`src/hw/srsup_pkg.sv`:
```
/*
  Package for the supply reset supervisor: timing constants, timeout
  select encoding and the packed structs that carry the monitor inputs
  and the supervisor outputs. Assumes a 250 MHz system clock.
*/
package srsup_pkg;

  // System clock period in picoseconds.
  localparam int unsigned CLK_PERIOD_PS = 4000;

  // Power-up reset hold times per timeout select code, in microseconds.
  localparam int unsigned HOLD_TIME_0_US = 50;
  localparam int unsigned HOLD_TIME_1_US = 100;
  localparam int unsigned HOLD_TIME_2_US = 200;
  localparam int unsigned HOLD_TIME_3_US = 400;

  // Cycle counts derived from the times; longest count fits 17 bits.
  localparam int unsigned HOLD_CYC_0 =
    HOLD_TIME_0_US * 1000000 / CLK_PERIOD_PS;
  localparam int unsigned HOLD_CYC_1 =
    HOLD_TIME_1_US * 1000000 / CLK_PERIOD_PS;
  localparam int unsigned HOLD_CYC_2 =
    HOLD_TIME_2_US * 1000000 / CLK_PERIOD_PS;
  localparam int unsigned HOLD_CYC_3 =
    HOLD_TIME_3_US * 1000000 / CLK_PERIOD_PS;

  localparam int unsigned CNT_W = 17;

  // Values after reset.
  localparam logic [16:0] CNT_RESET = 17'h00000;
  localparam logic [1:0]  SEL_RESET = 2'h0;

  // Comparator and manual reset inputs, all asynchronous to the clock.
  typedef struct packed {
    logic supply_ok;
    logic secondary_monitor_input;
    logic manual_reset_input;
  } srsup_mon_t;

  // Supervisor outputs, open drain: enables pull low.
  typedef struct packed {
    logic reset_oe;
    logic secondary_monitor_flag_oe;
  } srsup_out_t;

  // Enables after reset: reset pin released (reads active), flag pulled low.
  localparam srsup_out_t OE_RESET = 2'h1;

endpackage : srsup_pkg

```
`src/hw/srsup_top.sv`:
```
/*
  Supply reset supervisor output logic. Drives the open-drain reset pin
  and the secondary monitor flag pin from synchronised comparator results.
  Assumes the comparators and manual reset arrive asynchronously and that
  external pull-ups make the pin high when the enable is low.
  The timeout select bits come from logic on the same clock and are read
  live, so the host must not expect a select change to wait for a new
  power-up sequence.
*/
`timescale 1ns/1ns
module srsup_top (
  // Clock and reset.
  input  wire logic                clk_sys_in,
  input  wire logic                nrst_in,
  // Comparator results and manual reset, asynchronous.
  input  wire srsup_pkg::srsup_mon_t mon_in,
  // Timeout select bits from the internal control register.
  input  wire logic                reset_timeout_select_lo_in,
  input  wire logic                reset_timeout_select_hi_in,
  // Open-drain pins: level driven when enable low is released.
  output logic                     reset_out,
  output logic                     reset_oe_out,
  output logic                     secondary_monitor_flag_out,
  output logic                     secondary_monitor_flag_oe_out
);

  // Maps a timeout select code to its hold count.
  function automatic logic [16:0] hold_cycles(input logic [1:0] sel);
    case (sel)
      2'h0:    hold_cycles = 17'(srsup_pkg::HOLD_CYC_0);
      2'h1:    hold_cycles = 17'(srsup_pkg::HOLD_CYC_1);
      2'h2:    hold_cycles = 17'(srsup_pkg::HOLD_CYC_2);
      default: hold_cycles = 17'(srsup_pkg::HOLD_CYC_3);
    endcase
  endfunction : hold_cycles

  typedef enum logic [1:0] {ST_HOLD, ST_COUNT, ST_RUN} srsup_state_t;

  logic [2:0]   sync1_reg;
  logic [2:0]   sync2_reg;
  logic [2:0]   sync1_next;
  logic [2:0]   sync2_next;
  srsup_state_t state_reg;
  srsup_state_t state_next;
  logic [16:0]  cnt_reg;
  logic [16:0]  cnt_next;
  logic         rst_reg;
  logic         rst_next;
  logic         flag_reg;
  logic         flag_next;
  logic         supply_ok;
  logic         mr_act;
  logic         sec_above;
  logic [1:0]   sel;
  // Pin drive registers; the level flop only ever holds zero.
  srsup_pkg::srsup_out_t out_oe_reg;
  srsup_pkg::srsup_out_t out_oe_next;
  logic         pin_lvl_reg;
  logic         pin_lvl_next;

  // Two-stage synchronisers; only the second stage feeds logic.
  // The first stage may go metastable, so nothing else may read it.
  always_comb begin
    sync1_next = {mon_in.supply_ok, mon_in.secondary_monitor_input,
                  mon_in.manual_reset_input};
    sync2_next = sync1_reg;
  end

  assign supply_ok = sync2_reg[2];
  assign sec_above = sync2_reg[1];
  assign mr_act    = sync2_reg[0];
  assign sel       = {reset_timeout_select_hi_in, reset_timeout_select_lo_in};

  // Reset sequencer: any bad condition sends it back to hold.
  always_comb begin
    state_next = state_reg;
    cnt_next   = cnt_reg;
    rst_next   = 1'b1;
    flag_next  = sec_above;
    if (!supply_ok || mr_act) begin
      state_next = ST_HOLD;
      cnt_next   = srsup_pkg::CNT_RESET;
    end else begin
      case (state_reg)
        ST_HOLD: begin
          state_next = ST_COUNT;
          cnt_next   = srsup_pkg::CNT_RESET;
        end
        ST_COUNT: begin
          // Select is read live, so a change mid-hold takes effect at once.
          if (cnt_reg + 17'h00001 >= hold_cycles(sel)) begin
            state_next = ST_RUN;
            rst_next   = 1'b0;
          end else begin
            cnt_next = cnt_reg + 17'h00001;
          end
        end
        ST_RUN:  rst_next = 1'b0;
        default: state_next = ST_HOLD;
      endcase
    end
  end

  // Register update; the supervisor powers up holding reset.
  always_ff @(posedge clk_sys_in) begin
    if (!nrst_in) begin
      sync1_reg <= 3'h0;
      sync2_reg <= 3'h0;
      state_reg <= ST_HOLD;
      cnt_reg   <= srsup_pkg::CNT_RESET;
      rst_reg   <= 1'b1;
      flag_reg  <= 1'b0;
    end else begin
      sync1_reg <= sync1_next;
      sync2_reg <= sync2_next;
      state_reg <= state_next;
      cnt_reg   <= cnt_next;
      rst_reg   <= rst_next;
      flag_reg  <= flag_next;
    end
  end

  // Pin drive next values. The enables come from the same next values as
  // the sequencer, so the pins move on the same edge as the state while
  // every output still leaves the block straight from a flip-flop.
  always_comb begin
    out_oe_next.reset_oe                  = ~rst_next;
    out_oe_next.secondary_monitor_flag_oe = ~flag_next;
    pin_lvl_next                          = 1'b0;
  end

  // Pin drive registers; after reset the reset pin is released to its
  // pull-up, which shows reset active, and the flag pin is pulled low.
  always_ff @(posedge clk_sys_in) begin
    if (!nrst_in) begin
      out_oe_reg  <= srsup_pkg::OE_RESET;
      pin_lvl_reg <= 1'b0;
    end else begin
      out_oe_reg  <= out_oe_next;
      pin_lvl_reg <= pin_lvl_next;
    end
  end

  // Open drain: the enable pulls the pin low; the level stays zero so no
  // high level can ever fight the external pull-up.
  assign reset_out                     = pin_lvl_reg;
  assign secondary_monitor_flag_out    = pin_lvl_reg;
  assign reset_oe_out                  = out_oe_reg.reset_oe;
  assign secondary_monitor_flag_oe_out = out_oe_reg.secondary_monitor_flag_oe;
endmodule : srsup_top

```
`config.mk`:
```
export PLATFORM = sky130hd
export DESIGN_NAME = srsup_top
export DESIGN_NICKNAME = d
export VERILOG_FILES = /design/src/hw/srsup_pkg.sv /design/src/hw/srsup_top.sv
export SDC_FILE = /design/constraint.sdc
export NUM_CORES = 1
export LEC_CHECK = 0
export ABC_AREA = 1
export BUFFER_PORTS_ARGS = -buffer_cell sky130_fd_sc_hd__buf_2
export CORE_UTILIZATION = 45
export DETAILED_ROUTE_END_ITERATION = 12
export PLACE_DENSITY = 0.68
export SYNTH_ARGS = -nofsm -noshare
export SYNTH_HDL_FRONTEND = slang
export SYNTH_SLANG_ARGS = --single-unit
```
`constraint.sdc`:
```
create_clock -name clk_sys_in -period 2.5 [get_ports clk_sys_in]
set_clock_uncertainty 0.15 [all_clocks]
set_input_delay 0.25 -clock clk_sys_in [delete_from_list [all_inputs] [get_ports clk_sys_in]]
set_output_delay 0.25 -clock clk_sys_in [all_outputs]
set_load 0.005 [all_outputs]
```
Word-level counts from Yosys, hierarchy flattened. Index checks and enable logic that the tools add are counted. W data, S select, Z words.

Register bits: 27. Input port bits: 7. Output and inout port bits: 4. Logic and storage cells: 36.

Add/sub/neg operators: 1. Magnitude comparators: 1. Equality and inequality tests: 6. Muxes and demuxes: 10. Bitwise logic cells: 4. Reductions and logical operators: 8.

Operators by type and width (number): $mux W17 (3); $pmux W17 S3 (1); $pmux W17 S2 (1); $add A17 B1 Y17 const B (1); $ge A17 B17 Y1 (1); $pmux W2 S3 (1); $eq A2 B1 Y1 const B (2); $eq A2 B2 Y1 const B (2); $logic_not A2 Y1 (2); $ne A2 B2 Y1 const B (2); $not A1 Y1 (4); $reduce_and A2 Y1 (2); $mux W1 (2); $mux W2 (1); $pmux W1 S2 (1); $reduce_bool A2 Y1 (1); $reduce_or A2 Y1 (1); $logic_not A1 Y1 (1); $logic_or A1 B1 Y1 (1).

Longest topological paths before layout. Gate-level depths: netlist (run 1).

Depth after elaboration: 9. Gate-level depth with buffers: 19. Depth with buffers taken out: 18.

Worst setup path before layout (run 1). OpenSTA, ideal clock, no wires.

Path kind: register to register. From: register cnt_reg[1]. To: register cnt_reg[0]. Setup time: 0.114 ns. Arrival time: 2.357 ns. Required time: 2.236 ns. Setup slack: -0.121 ns. Stages on the path, launching flop included: 17. Path buffers: 1. Clock period less this slack: 2.621 ns. Path through: dfxtp_1 -> ha_1 -> nand3_1 -> inv_1 -> nand2_1 -> nor2_1 -> xor2_1 -> ha_1 -> nand2_1 -> nor2_1 -> a21oi_1 -> nand2_1 -> a21oi_4 -> nand3_4 -> buf_4 -> a21oi_1 -> nor2_1.

Word-level cells in the longest chain between the ends: 4.

Ends and longest elaborated chain: start, declared (RTL line srsup_top.sv:45) `logic [16:0] cnt_reg;`; start signal, assigned (RTL line srsup_top.sv:110) `cnt_reg <= srsup_pkg::CNT_RESET;`; start signal, assigned (RTL line srsup_top.sv:117) `cnt_reg <= cnt_next;`; $add A17 B1 Y17 (RTL line srsup_top.sv:91) `if (cnt_reg + 17'h00001 >= hold_cycles(sel)) begin`; $ge A17 B17 Y1 (RTL line srsup_top.sv:91); $ne A2 B2 Y1 (no line); $reduce_and A2 Y1 (no line).

Every way passes these cells. A chain may end at the register's enable or synchronous reset.

Worst setup path in the final report (run 1).
From: register cnt_reg[4]. To: register cnt_reg[14].

Word-level cells in the longest chain between the ends: 4. Elaborated cells on any way between the ends: 6. Those cells by class: 1 x add/sub; 1 x order compare; 1 x eq/ne; 2 x mux; 1 x reduce/logical.

Ends and longest elaborated chain (RTL line): $add A17 B1 Y17 * (srsup_top.sv:91, srsup_top.sv:95); $ge A17 B17 Y1 (srsup_top.sv:91); $ne A2 B2 Y1 (no line); $reduce_and A2 Y1 (no line).

Every way passes the cells marked *; elsewhere a longest branch is shown, timed or not. The select of a mux whose other input is x is not followed.

==> results of run 1 <==
power by group through the flow:
stage,clock network [mW],logic [mW],registers [mW]
finish,0.283,0.101,0.435
global route,0.296,0.113,0.435
CTS,0.276,0.0958,0.436
detailed placement,0,0.0804,0.447
global placement,0,0.0780,0.447
floorplan,0,0.0528,0.447
cell usage after synthesis (all sizes together):
cell    count
nand2      52
inv        44
nor2       28
dfxtp      27
a21oi      24
nand3      24
ha         21
nand4      14
xor2        9
buf         8
nor3        8
clkbuf      3
o21ai       2
xnor2       2
a21boi      1
conb        1
nand3b      1
o211ai      1
o21bai      1
final timing paths:
path	depth (start not counted)	slack [ns]	endpoint	from
max	14	-0.19	cnt_reg[14]$_SDFFE_PP0P_	cnt_reg[4]$_SDFFE_PP0P_
min	2	0.02	secondary_monitor_flag_oe_out$_SDFF_PN1_	nrst_in
max reg2reg	14	-0.19	cnt_reg[14]$_SDFFE_PP0P_	cnt_reg[4]$_SDFFE_PP0P_
min reg2reg	1	0.24	secondary_monitor_flag_oe_out$_SDFF_PN1_	sync2_reg[1]$_SDFF_PN0_
cell families (layout without fill, tap and decap cells):
group,after synthesis,count (layout),synth area share (%)
compound gates,29,29,8.72
xor+xnor,11,11,5.12
fa+ha+maj,21,21,14.0
flops,27,27,28.7
simple gates,127,127,31.0
other cells,1,2,0.199
buf+inv,55,123,12.2
worst max-delay path, delay by kind of cell (launching register included):
kind	cells	cell delay [ns]
AOI/OAI and AO/OA	3	0.47
xor gates and xnor gates	1	0.20
adders and majority gates	1	0.23
buffers and inverters	1	0.23
DFF	1	0.38
and+or+nand+nor	8	0.94
area by class of cell:
cell class                      instances  share of cell area (%)
Clock inverter                          1                   0.307
Multi-Input combinational cell        190                    50.5
Sequential cell                        27                    19.6
Timing Repair Buffer                   75                    20.1
Inverter                               44                    5.88
Tap cell                               50                    2.19
Clock buffer                            3                    1.45
per-layer routing:
layer | vias up | wire, um
met3 | 14 | 324
met4 | 0 | 124
li1 | 1001 | -
met5 | - | 0
met2 | 73 | 2820
met1 | 952 | 2330
timing repair:
action                                  CTS  global route
buffers inserted                          7             5
hold buffers                              3             0
gates cloned                              1             0
hold endpoints to repair                  3             0
pin swaps                                26            15
gates resized for setup                  54            29
endpoints found under the setup margin   20            20
==> flow_metrics.py, run 1 <==
metrics = {
    "outcome": {
        "status": "complete, but fails checks",
        "violations": "negative setup slack",
    },
    "global_route": {
        "grtUsageMet3_pct": 3.08,
        "grt_max_degree": 23,
        "antenna_found_initial": 0,
        "grt_usage_pct": 25.9,
        "gr-max-usage-layer": "met2",
        "grtUsageMet2_pct": 45.7,
        "grt_pass1_wl_mm": 8.47,
        "grt_overflow": 0,
        "grt_pass1_vias": 1911,
        "gr-usage-met1_pct": 30.9,
    },
    "logic_synthesis": {
        "avgSynthCellArea_um2": 6.94,
        "synth_top_area_share_pct": 28.7,
        "yosysTopAreaCell": "dfxtp_1",
        "postSynthCellCount": 271,
        "ys_types": 27,
        "synthTopCellsByArea": "dfxtp_1 29%, ha_1 14%, nand2_1 10%",
        "yosysWarnings": 0,
        "ys_seq_area_share_pct": 28.7,
        "ys_ff_latch": 27,
        "synth_area_um2": 1880,
    },
    "worst_setup_path": {
        "crit_path_start_kind": "flip-flop",
        "endpoint_kind": "flip-flop",
        "crit_fanout": 12,
        "worstSetupPathType": "flip-flop to flip-flop",
        "crit_chain": "nand2_2, nor2_2, nand2_4, nor2_4, xor2_4, ha_4, nand2_2, nor2_2, a21oi_1, nand2_1, a21oi_4, buf_4, nand4_1, a21oi_2",
        "arrival_ns": 2.76,
        "slowest_delay_ns": 0.38,
        "crit_slowest_cell": "dfxtp_2",
        "worstPathRequired_ns": 2.57,
    },
    "cts": {
        "cts_buffer_depth": 2,
        "h-tree-depth": 1,
        "clk_pin_slew_worst_paths_ns": 0.11,
        "cts-root-buf": "clkbuf_8",
        "cts_inserted_buffers": 3,
        "cts_tree": "built",
        "clock-sinks": 27,
        "clock_latency_ns": 0.30,
    },
    "place": {
        "dp_hpwl_mm": 3.48,
        "pre_cts_slack_ns": -0.228,
        "routabilityCongestion": 0.859,
        "port_buffers": 8,
        "placedCellCount": 370,
        "place_area_um2": 2350,
    },
    "final_layout": {
        "layout_common_cells": "58 x buf_4, 38 x inv_1, 36 x nand2_1",
        "fin_area_um2": 2850,
        "area_delta_synth_final_pct": 51.7,
        "post-route-util_pct": 71.3,
        "multiInputGateArea_um2": 1440,
        "largest_reg_flops": 17,
        "drive_gt1_share_pct": 45.9,
        "layout.cells.non_filler": 390,
        "fin_nets": 369,
        "regArea_um2": 559,
        "final_common_cell": "buf_4",
        "fill_cells": 286,
        "insertedDiodeCount": 0,
    },
    "flow_run": {
        "cap_violations": 0,
    },
    "pwr": {
        "p_leak_nw": 1.32,
        "power_density_nw_per_um2": 287,
        "p_total_mw": 0.819,
        "p_int_mw": 0.595,
        "ir_drop_uv": 409,
        "p_clk_share_pct": 34.5,
        "p_sw_mw": 0.223,
        "p_comb_share_pct": 12.3,
        "pwr-share-seq_pct": 53.1,
        "switching_share_pct": 27.3,
    },
    "routing": {
        "first_iter_violations": 89,
        "ant_nets": 0,
        "routed_wl_mm": 5.60,
        "firstDrtPassIters": 4,
        "drc_errors": 0,
        "via_per_inst": 5.23,
        "vias": 2040,
        "wl_per_cell_um": 14.3,
    },
    "die": {
        "io_pins": 11,
        "start_util_pct": 47.0,
        "rows": 23,
        "die_h_um": 66.6,
        "core_area_um2": 4000,
        "die_x_um": 66.6,
        "dieArea_um2": 4440,
    },
    "min_path": {
        "min_path_type": "input pin to flip-flop",
    },
    "sta": {
        "finalCritPeriodShare_pct": 108,
        "worstMarginPinSlew_ns": 0.955,
        "finalSetupViolations": 20,
        "hold_violations": 0,
        "period_needed_ns": 2.69,
        "slew_headroom_pct": 36.2,
        "holdWs_ns": 0.0224,
        "fmax_mhz": 372,
        "rsz0062_at_grt": "true",
        "setup_ws_ns": -0.189,
        "tns_ns": -2.88,
        "drv_slew": 0,
    },
}
No activity file was read; power rests on OpenSTA's default activity.
==> run 2, diff against run 1 <==
--- a/config.mk
+++ b/config.mk
@@ -5,11 +5,10 @@
 export SDC_FILE = /design/constraint.sdc
 export NUM_CORES = 1
 export LEC_CHECK = 0
-export ABC_AREA = 1
 export BUFFER_PORTS_ARGS = -buffer_cell sky130_fd_sc_hd__buf_2
 export CORE_UTILIZATION = 45
 export DETAILED_ROUTE_END_ITERATION = 12
-export PLACE_DENSITY = 0.68
+export PLACE_DENSITY = 0.69
 export SYNTH_ARGS = -nofsm -noshare
 export SYNTH_HDL_FRONTEND = slang
 export SYNTH_SLANG_ARGS = --single-unit
==> flow_metrics.py, run 2 <==
metrics = {
    "worst_setup_path": {
        "critPathBufInv": 1,
        "worstSetupStartpoint": "cnt_reg[8]$_SDFFE_PP0P_",
        "endpoint_kind": "flip-flop",
        "endpoint": "cnt_reg[5]$_SDFFE_PP0P_",
        "r2r_start": "cnt_reg[8]$_SDFFE_PP0P_",
        "worstSetupPathType": "flip-flop to flip-flop",
        "cpMostUsedCell": "a21o_1",
        "crit_fanout": 6,
        "worst_path_dominant_cell_family": "compound AO/OA/AOI/OAI gates",
        "rr_worst_depth": 12,
        "r2r_setup_slack_ns": -0.68,
        "r2r_end": "cnt_reg[5]$_SDFFE_PP0P_",
        "cp_num_cells": 12,
        "crit_path_start_kind": "flip-flop",
        "crit_slowest_cell": "dfxtp_1",
        "arrival_ns": 3.19,
        "worstPathRequired_ns": 2.51,
        "slowest_delay_ns": 0.36,
        "crit_chain": "and4_4, and3_4, nand3_4, xnor2_2, ha_1, a21o_1, a21o_1, a221oi_2, o22ai_1, a21o_1, buf_4, a221o_1",
    },
    "sta": {
        "period_needed_ns": 3.18,
        "finalCritPeriodShare_pct": 127,
        "fmax_mhz": 314,
        "holdWs_ns": 0.0258,
        "slew_headroom_pct": 64.7,
        "finalSetupViolations": 20,
        "rsz0062_at_grt": "true",
        "drv_slew": 0,
        "hold_violations": 0,
        "setup_ws_ns": -0.681,
        "worstMarginPinSlew_ns": 0.527,
        "tns_ns": -10.77,
    },
    "logic_synthesis": {
        "yosysTopAreaCell": "dfxtp_1",
        "synth_edf_count": 0,
        "yosysWarnings": 0,
        "ys_seq_area_share_pct": 31.7,
        "postSynthCellCount": 191,
        "synth_top_area_share_pct": 31.7,
        "synthTopCellsByArea": "dfxtp_1 32%, ha_1 15%, xnor2_1 5.1%",
        "synth_area_um2": 1710,
        "async_reset_ff_share_pct": 0,
        "ys_ff_latch": 27,
        "avgSynthCellArea_um2": 8.93,
        "synth_flop_cell": "dfxtp_1",
        "ys_types": 43,
        "synth_common_cells": "27 x dfxtp_1, 21 x ha_1, 18 x nor2_1",
        "yosysMostFrequentCell": "dfxtp_1",
    },
    "routing": {
        "routed_wl_mm": 4.61,
        "via_per_inst": 5.62,
        "wl_per_cell_um": 14.8,
        "vias": 1754,
        "firstDrtPassIters": 4,
        "first_iter_violations": 104,
        "ant_nets": 0,
        "drc_errors": 0,
    },
    "cts": {
        "cts-root-buf": "clkbuf_8",
        "clock-sinks": 27,
        "cts_tree": "built",
        "h-tree-depth": 1,
        "cts_buffer_depth": 2,
        "postCtsHoldBufs": 0,
        "cts_inserted_buffers": 3,
        "clock_latency_ns": 0.27,
        "clk_pin_slew_worst_paths_ns": 0.09,
    },
    "pwr": {
        "power_density_nw_per_um2": 305,
        "ir_drop_uv": 262,
        "p_leak_nw": 1.22,
    },
    "die": {
        "io_pins": 11,
        "die_x_um": 63.6,
        "dieArea_um2": 4040,
        "core_area_um2": 3660,
        "rows": 22,
        "start_util_pct": 46.6,
        "die_h_um": 63.6,
    },
    "place": {
        "pre_cts_slack_ns": -0.678,
        "place_area_um2": 2220,
        "port_buffers": 8,
        "routabilityCongestion": 0.905,
        "dp_hpwl_mm": 3.20,
    },
    "final_layout": {
        "insertedDiodeCount": 0,
        "post-route-util_pct": 67.7,
        "final_common_cell": "buf_4",
        "layout_common_cells": "61 x buf_4, 19 x ha_1, 19 x dfxtp_1",
        "drive_gt1_share_pct": 42.4,
        "fin_nets": 293,
        "area_delta_synth_final_pct": 45.3,
        "largest_reg_flops": 17,
        "fin_area_um2": 2480,
    },
    "min_path": {
        "min_path_type": "input pin to flip-flop",
        "min-delay-start": "mon_in[2]",
    },
    "outcome": {
        "violations": "negative setup slack",
        "status": "complete, but fails checks",
    },
    "global_route": {
        "grt_max_degree": 15,
        "grt_pass1_vias": 1650,
        "grt_pass1_wl_mm": 7.31,
        "antenna_found_initial": 0,
        "grt_usage_pct": 23.1,
        "grt_overflow": 0,
    },
    "flow_run": {
        "cap_violations": 0,
    },
}
==> run 2: changes by cell type in the layout (fill, tap and decap cells not counted), moves of 7 or more <==
cell     delta
inv_1      -28
nand2_1    -22
nand2_2    -15
a21oi_2    -12
nand4_1     -9
a21oi_1     -8
a22o_1      +7
==> run 2: worst register-to-register path: cells and delay by family (launching register included) <==
family / cells / cell delay [ns]
flip-flops: 1 / 0.36
AO/OA/AOI/OAI: 6 / 1.39
AND/OR/NAND/NOR: 3 / 0.54
buffers and inverters: 1 / 0.17
XOR/XNOR: 1 / 0.15
adder cells (fa/ha/maj): 1 / 0.29
==> run 2: cells by family (layout without fill, tap and decap cells) <==
family	count (synthesis)	in the layout	share of synthesized area, %
other cells	1	2	0.220
compound gates	40	40	19.4
fa+ha+maj	21	21	15.4
xor+xnor	12	12	6.16
simple gates	73	73	22.2
buf+inv	16	88	4.33
flops	27	27	31.7
mux	1	1	0.660
==> run 2: final cells by class <==
cell class	count	area, um^2
timing repair buffer	74	572
sequential	27	551
inverter	10	37.5
clock buffer	4	45.0
fill	285	1180
tap	48	60.1
multi-input combinational	149	1210
==> run 2: per-stage QoR <==
| step | power [mW] | instances |
|---|---|---|
| finish | 0.756 | 312 |
| global route | 0.793 | 312 |
| CTS | 0.752 | 304 |
| detailed placement | 0.512 | 297 |
| global placement | 0.511 | 297 |
| floorplan | 0.481 | 192 |
==> run 2: worst min path at each step <==
stage,depth (start not counted),endpoint,slack (ns)
after floorplan,1,secondary_monitor_flag_oe_out$_SDFF_PN1_,0.16
after global placement,1,secondary_monitor_flag_oe_out$_SDFF_PN1_,0.21
after detailed placement,1,secondary_monitor_flag_oe_out$_SDFF_PN1_,0.21
after CTS,2,sync1_reg[0]$_SDFF_PN0_,0.03
after global routing,2,sync1_reg[2]$_SDFF_PN0_,0.02
final,2,sync1_reg[2]$_SDFF_PN0_,0.03
==> run 2: per-layer routing <==
metal	global-route usage [%]	routed length, um
met4	7.39	78
met1	29.1	1980
met3	2.72	263
met5	0	0
met2	40.6	2280
==> run 2: report_power, final <==
| group | leakage, nW | switching (mW) | internal (mW) |
|---|---|---|---|
| clock network | 0.0228 | 0.132 | 0.114 |
| logic | 0.970 | 0.0340 | 0.0383 |
| registers | 0.223 | 0.00231 | 0.435 |
| total | 1.22 | 0.169 | 0.588 |
==> run 2: repair_timing <==
| action | CTS | global route |
|---|---|---|
| resized for setup | 9 | 15 |
| pin swaps | 8 | 13 |
| buffers inserted | 4 | 8 |
| setup endpoints to repair | 20 | 20 |
==> run 3, diff against run 2 <==
--- a/config.mk
+++ b/config.mk
@@ -5,10 +5,11 @@
 export SDC_FILE = /design/constraint.sdc
 export NUM_CORES = 1
 export LEC_CHECK = 0
+export ABC_AREA = 1
 export BUFFER_PORTS_ARGS = -buffer_cell sky130_fd_sc_hd__buf_2
-export CORE_UTILIZATION = 45
+export CORE_UTILIZATION = 55
 export DETAILED_ROUTE_END_ITERATION = 12
-export PLACE_DENSITY = 0.69
+export PLACE_DENSITY = 0.8
 export SYNTH_ARGS = -nofsm -noshare
 export SYNTH_HDL_FRONTEND = slang
 export SYNTH_SLANG_ARGS = --single-unit
==> flow_metrics.py, run 3 (synthesized netlist as in run 1, its figures left out) <==
metrics = {
    "outcome": {
        "status": "complete, but fails checks",
        "violations": "negative setup slack",
    },
    "cts": {
        "cts-root-buf": "clkbuf_4",
        "clock-sinks": 27,
        "cts_inserted_buffers": 3,
        "cts_tree": "built",
        "h-tree-depth": 1,
        "cts_buffer_depth": 2,
        "clock_latency_ns": 0.37,
        "clk_pin_slew_worst_paths_ns": 0.18,
    },
    "routing": {
        "drc_errors": 0,
        "routed_wl_mm": 6.69,
        "vias": 2212,
        "wl_per_cell_um": 17.4,
        "ant_nets": 0,
        "via_per_inst": 5.75,
        "firstDrtPassIters": 8,
        "first_iter_violations": 194,
    },
    "pwr": {
        "p_leak_nw": 1.32,
        "ir_drop_uv": 516,
        "p_total_mw": 0.763,
        "power_density_nw_per_um2": 279,
    },
    "final_layout": {
        "drive_gt1_share_pct": 40.5,
        "final_common_cell": "buf_4",
        "fin_area_um2": 2740,
        "insertedDiodeCount": 0,
        "layout.cells.non_filler": 385,
        "layout_common_cells": "60 x buf_4, 44 x nand2_1, 37 x inv_1",
        "fill_cells": 156,
        "area_delta_synth_final_pct": 45.6,
        "fin_nets": 370,
        "largest_reg_flops": 17,
    },
    "worst_setup_path": {
        "worstSetupPathType": "flip-flop to flip-flop",
        "rr_worst_depth": 16,
        "crit_path_start_kind": "flip-flop",
        "crit_fanout": 5,
        "r2r_end": "cnt_reg[4]$_SDFFE_PP0P_",
        "r2r_start": "cnt_reg[1]$_SDFFE_PP0P_",
        "slowest_delay_ns": 0.42,
        "endpoint_kind": "flip-flop",
        "worstPathRequired_ns": 2.61,
        "crit_chain": "nand2_2, nor2_4, nand3_2, inv_2, nand2_1, xor2_2, ha_1, nand2_2, nor2_1, a21oi_1, nand2_1, a21oi_4, nand3_4, buf_2, nand3_1, a21oi_1",
        "r2r_setup_slack_ns": -0.33,
        "crit_slowest_cell": "dfxtp_4",
        "critPathBufInv": 2,
        "worst_path_dominant_cell_family": "simple AND/OR/NAND/NOR gates",
        "arrival_ns": 2.94,
    },
    "global_route": {
        "grt_overflow": 0,
        "grt_max_degree": 23,
        "grt_pass1_vias": 1896,
        "grt_pass1_wl_mm": 8.54,
        "antenna_found_initial": 0,
        "grt_usage_pct": 31.9,
    },
    "sta": {
        "rsz0062_at_grt": "true",
        "finalCritPeriodShare_pct": 113,
        "hold_violations": 0,
        "setup_ws_ns": -0.327,
        "fmax_mhz": 354,
        "drv_slew": 0,
        "worstMarginPinSlew_ns": 0.922,
        "holdWs_ns": 0.244,
        "finalSetupViolations": 20,
        "period_needed_ns": 2.83,
        "slew_headroom_pct": 38.4,
    },
    "die": {
        "start_util_pct": 59.6,
        "die_x_um": 60.5,
        "dieArea_um2": 3660,
        "io_pins": 11,
        "core_area_um2": 3150,
        "die_h_um": 60.5,
        "rows": 20,
    },
    "place": {
        "place_area_um2": 2340,
        "dp_hpwl_mm": 3.48,
        "routabilityCongestion": 0.888,
        "placedCellCount": 363,
        "port_buffers": 8,
    },
    "min_path": {
        "min_delay_path_depth": 1,
        "worstHoldEndpoint": "secondary_monitor_flag_oe_out$_SDFF_PN1_",
        "min_path_type": "flip-flop to flip-flop",
        "min-delay-start": "sync2_reg[1]$_SDFF_PN0_",
    },
    "flow_run": {
        "cap_violations": 0,
    },
}
-- run 3: changes by cell type in the layout (fill, tap and decap cells not counted), moves of 7 or more --
cell     change
a21oi_2      +7
nand4_1      +9
nand3_1      +8
nand2_2      +7
inv_1       +27
a22o_1       -7
nand2_1     +30
a21oi_1     +13
-- run 3: metrics by stage --
| step | util, % | TNS (ns) | worst slack, ns |
|---|---|---|---|
| after floorplan | - | -0.0340 | -0.00871 |
| after CTS | 81.4 | -1.56 | -0.122 |
| after global placement | 74.1 | -2.49 | -0.149 |
| after detailed placement | 74.1 | -3.46 | -0.215 |
| final | 86.9 | -5.22 | -0.327 |
| after global routing | 86.9 | -7.52 | -0.465 |
-- run 3: timing repair --
action / CTS / global route
buffers inserted: 6 / 7
gates cloned: 0 / 1
hold buffers: 4 / 0
resized for setup: 29 / 31
hold endpoints to repair: 4 / 0
setup endpoints to repair: 20 / 20
pin swaps: 16 / 22
-- run 3: metal layers --
| metal | vias up | GRT usage, % | share of wire [%] |
|---|---|---|---|
| li1 | 1007 | - | - |
| met1 | 1008 | 38.8 | 37 |
| met2 | 168 | 55.7 | 48 |
| met3 | 29 | 4.90 | 11 |
| met4 | 0 | 14.0 | 3.8 |
| met5 | - | 0 | 0 |
-- run 3: cell type report --
| cell class | instances | area, um^2 | share of cell area, % |
|---|---|---|---|
| clock buffer | 3 | 22.5 | 0.822 |
| clock inverter | 1 | 8.76 | 0.320 |
| inverter | 44 | 168 | 6.12 |
| multi-input combinational | 190 | 1360 | 49.5 |
| sequential | 27 | 561 | 20.5 |
| tap | 44 | 55.1 | 2.01 |
| timing repair buffer | 76 | 569 | 20.8 |
-- run 3: worst max-delay path by stage --
stage	from	endpoint	slack, ns	cells past startpoint
finish	cnt_reg[1]$_SDFFE_PP0P_	cnt_reg[4]$_SDFFE_PP0P_	-0.33	16
global placement	cnt_reg[1]$_SDFFE_PP0P_	cnt_reg[3]$_SDFFE_PP0P_	-0.15	17
floorplan	cnt_reg[1]$_SDFFE_PP0P_	cnt_reg[2]$_SDFFE_PP0P_	-0.009	16
CTS	cnt_reg[1]$_SDFFE_PP0P_	cnt_reg[6]$_SDFFE_PP0P_	-0.12	18
detailed placement	cnt_reg[1]$_SDFFE_PP0P_	cnt_reg[6]$_SDFFE_PP0P_	-0.21	17
global route	cnt_reg[1]$_SDFFE_PP0P_	cnt_reg[7]$_SDFFE_PP0P_	-0.46	16
-- run 3: report_power, final --
group / switching (mW) / internal, mW / total, mW
registers: 0.00235 / 0.433 / 0.435
logic: 0.0570 / 0.0415 / 0.0985
clock network: 0.163 / 0.0660 / 0.229
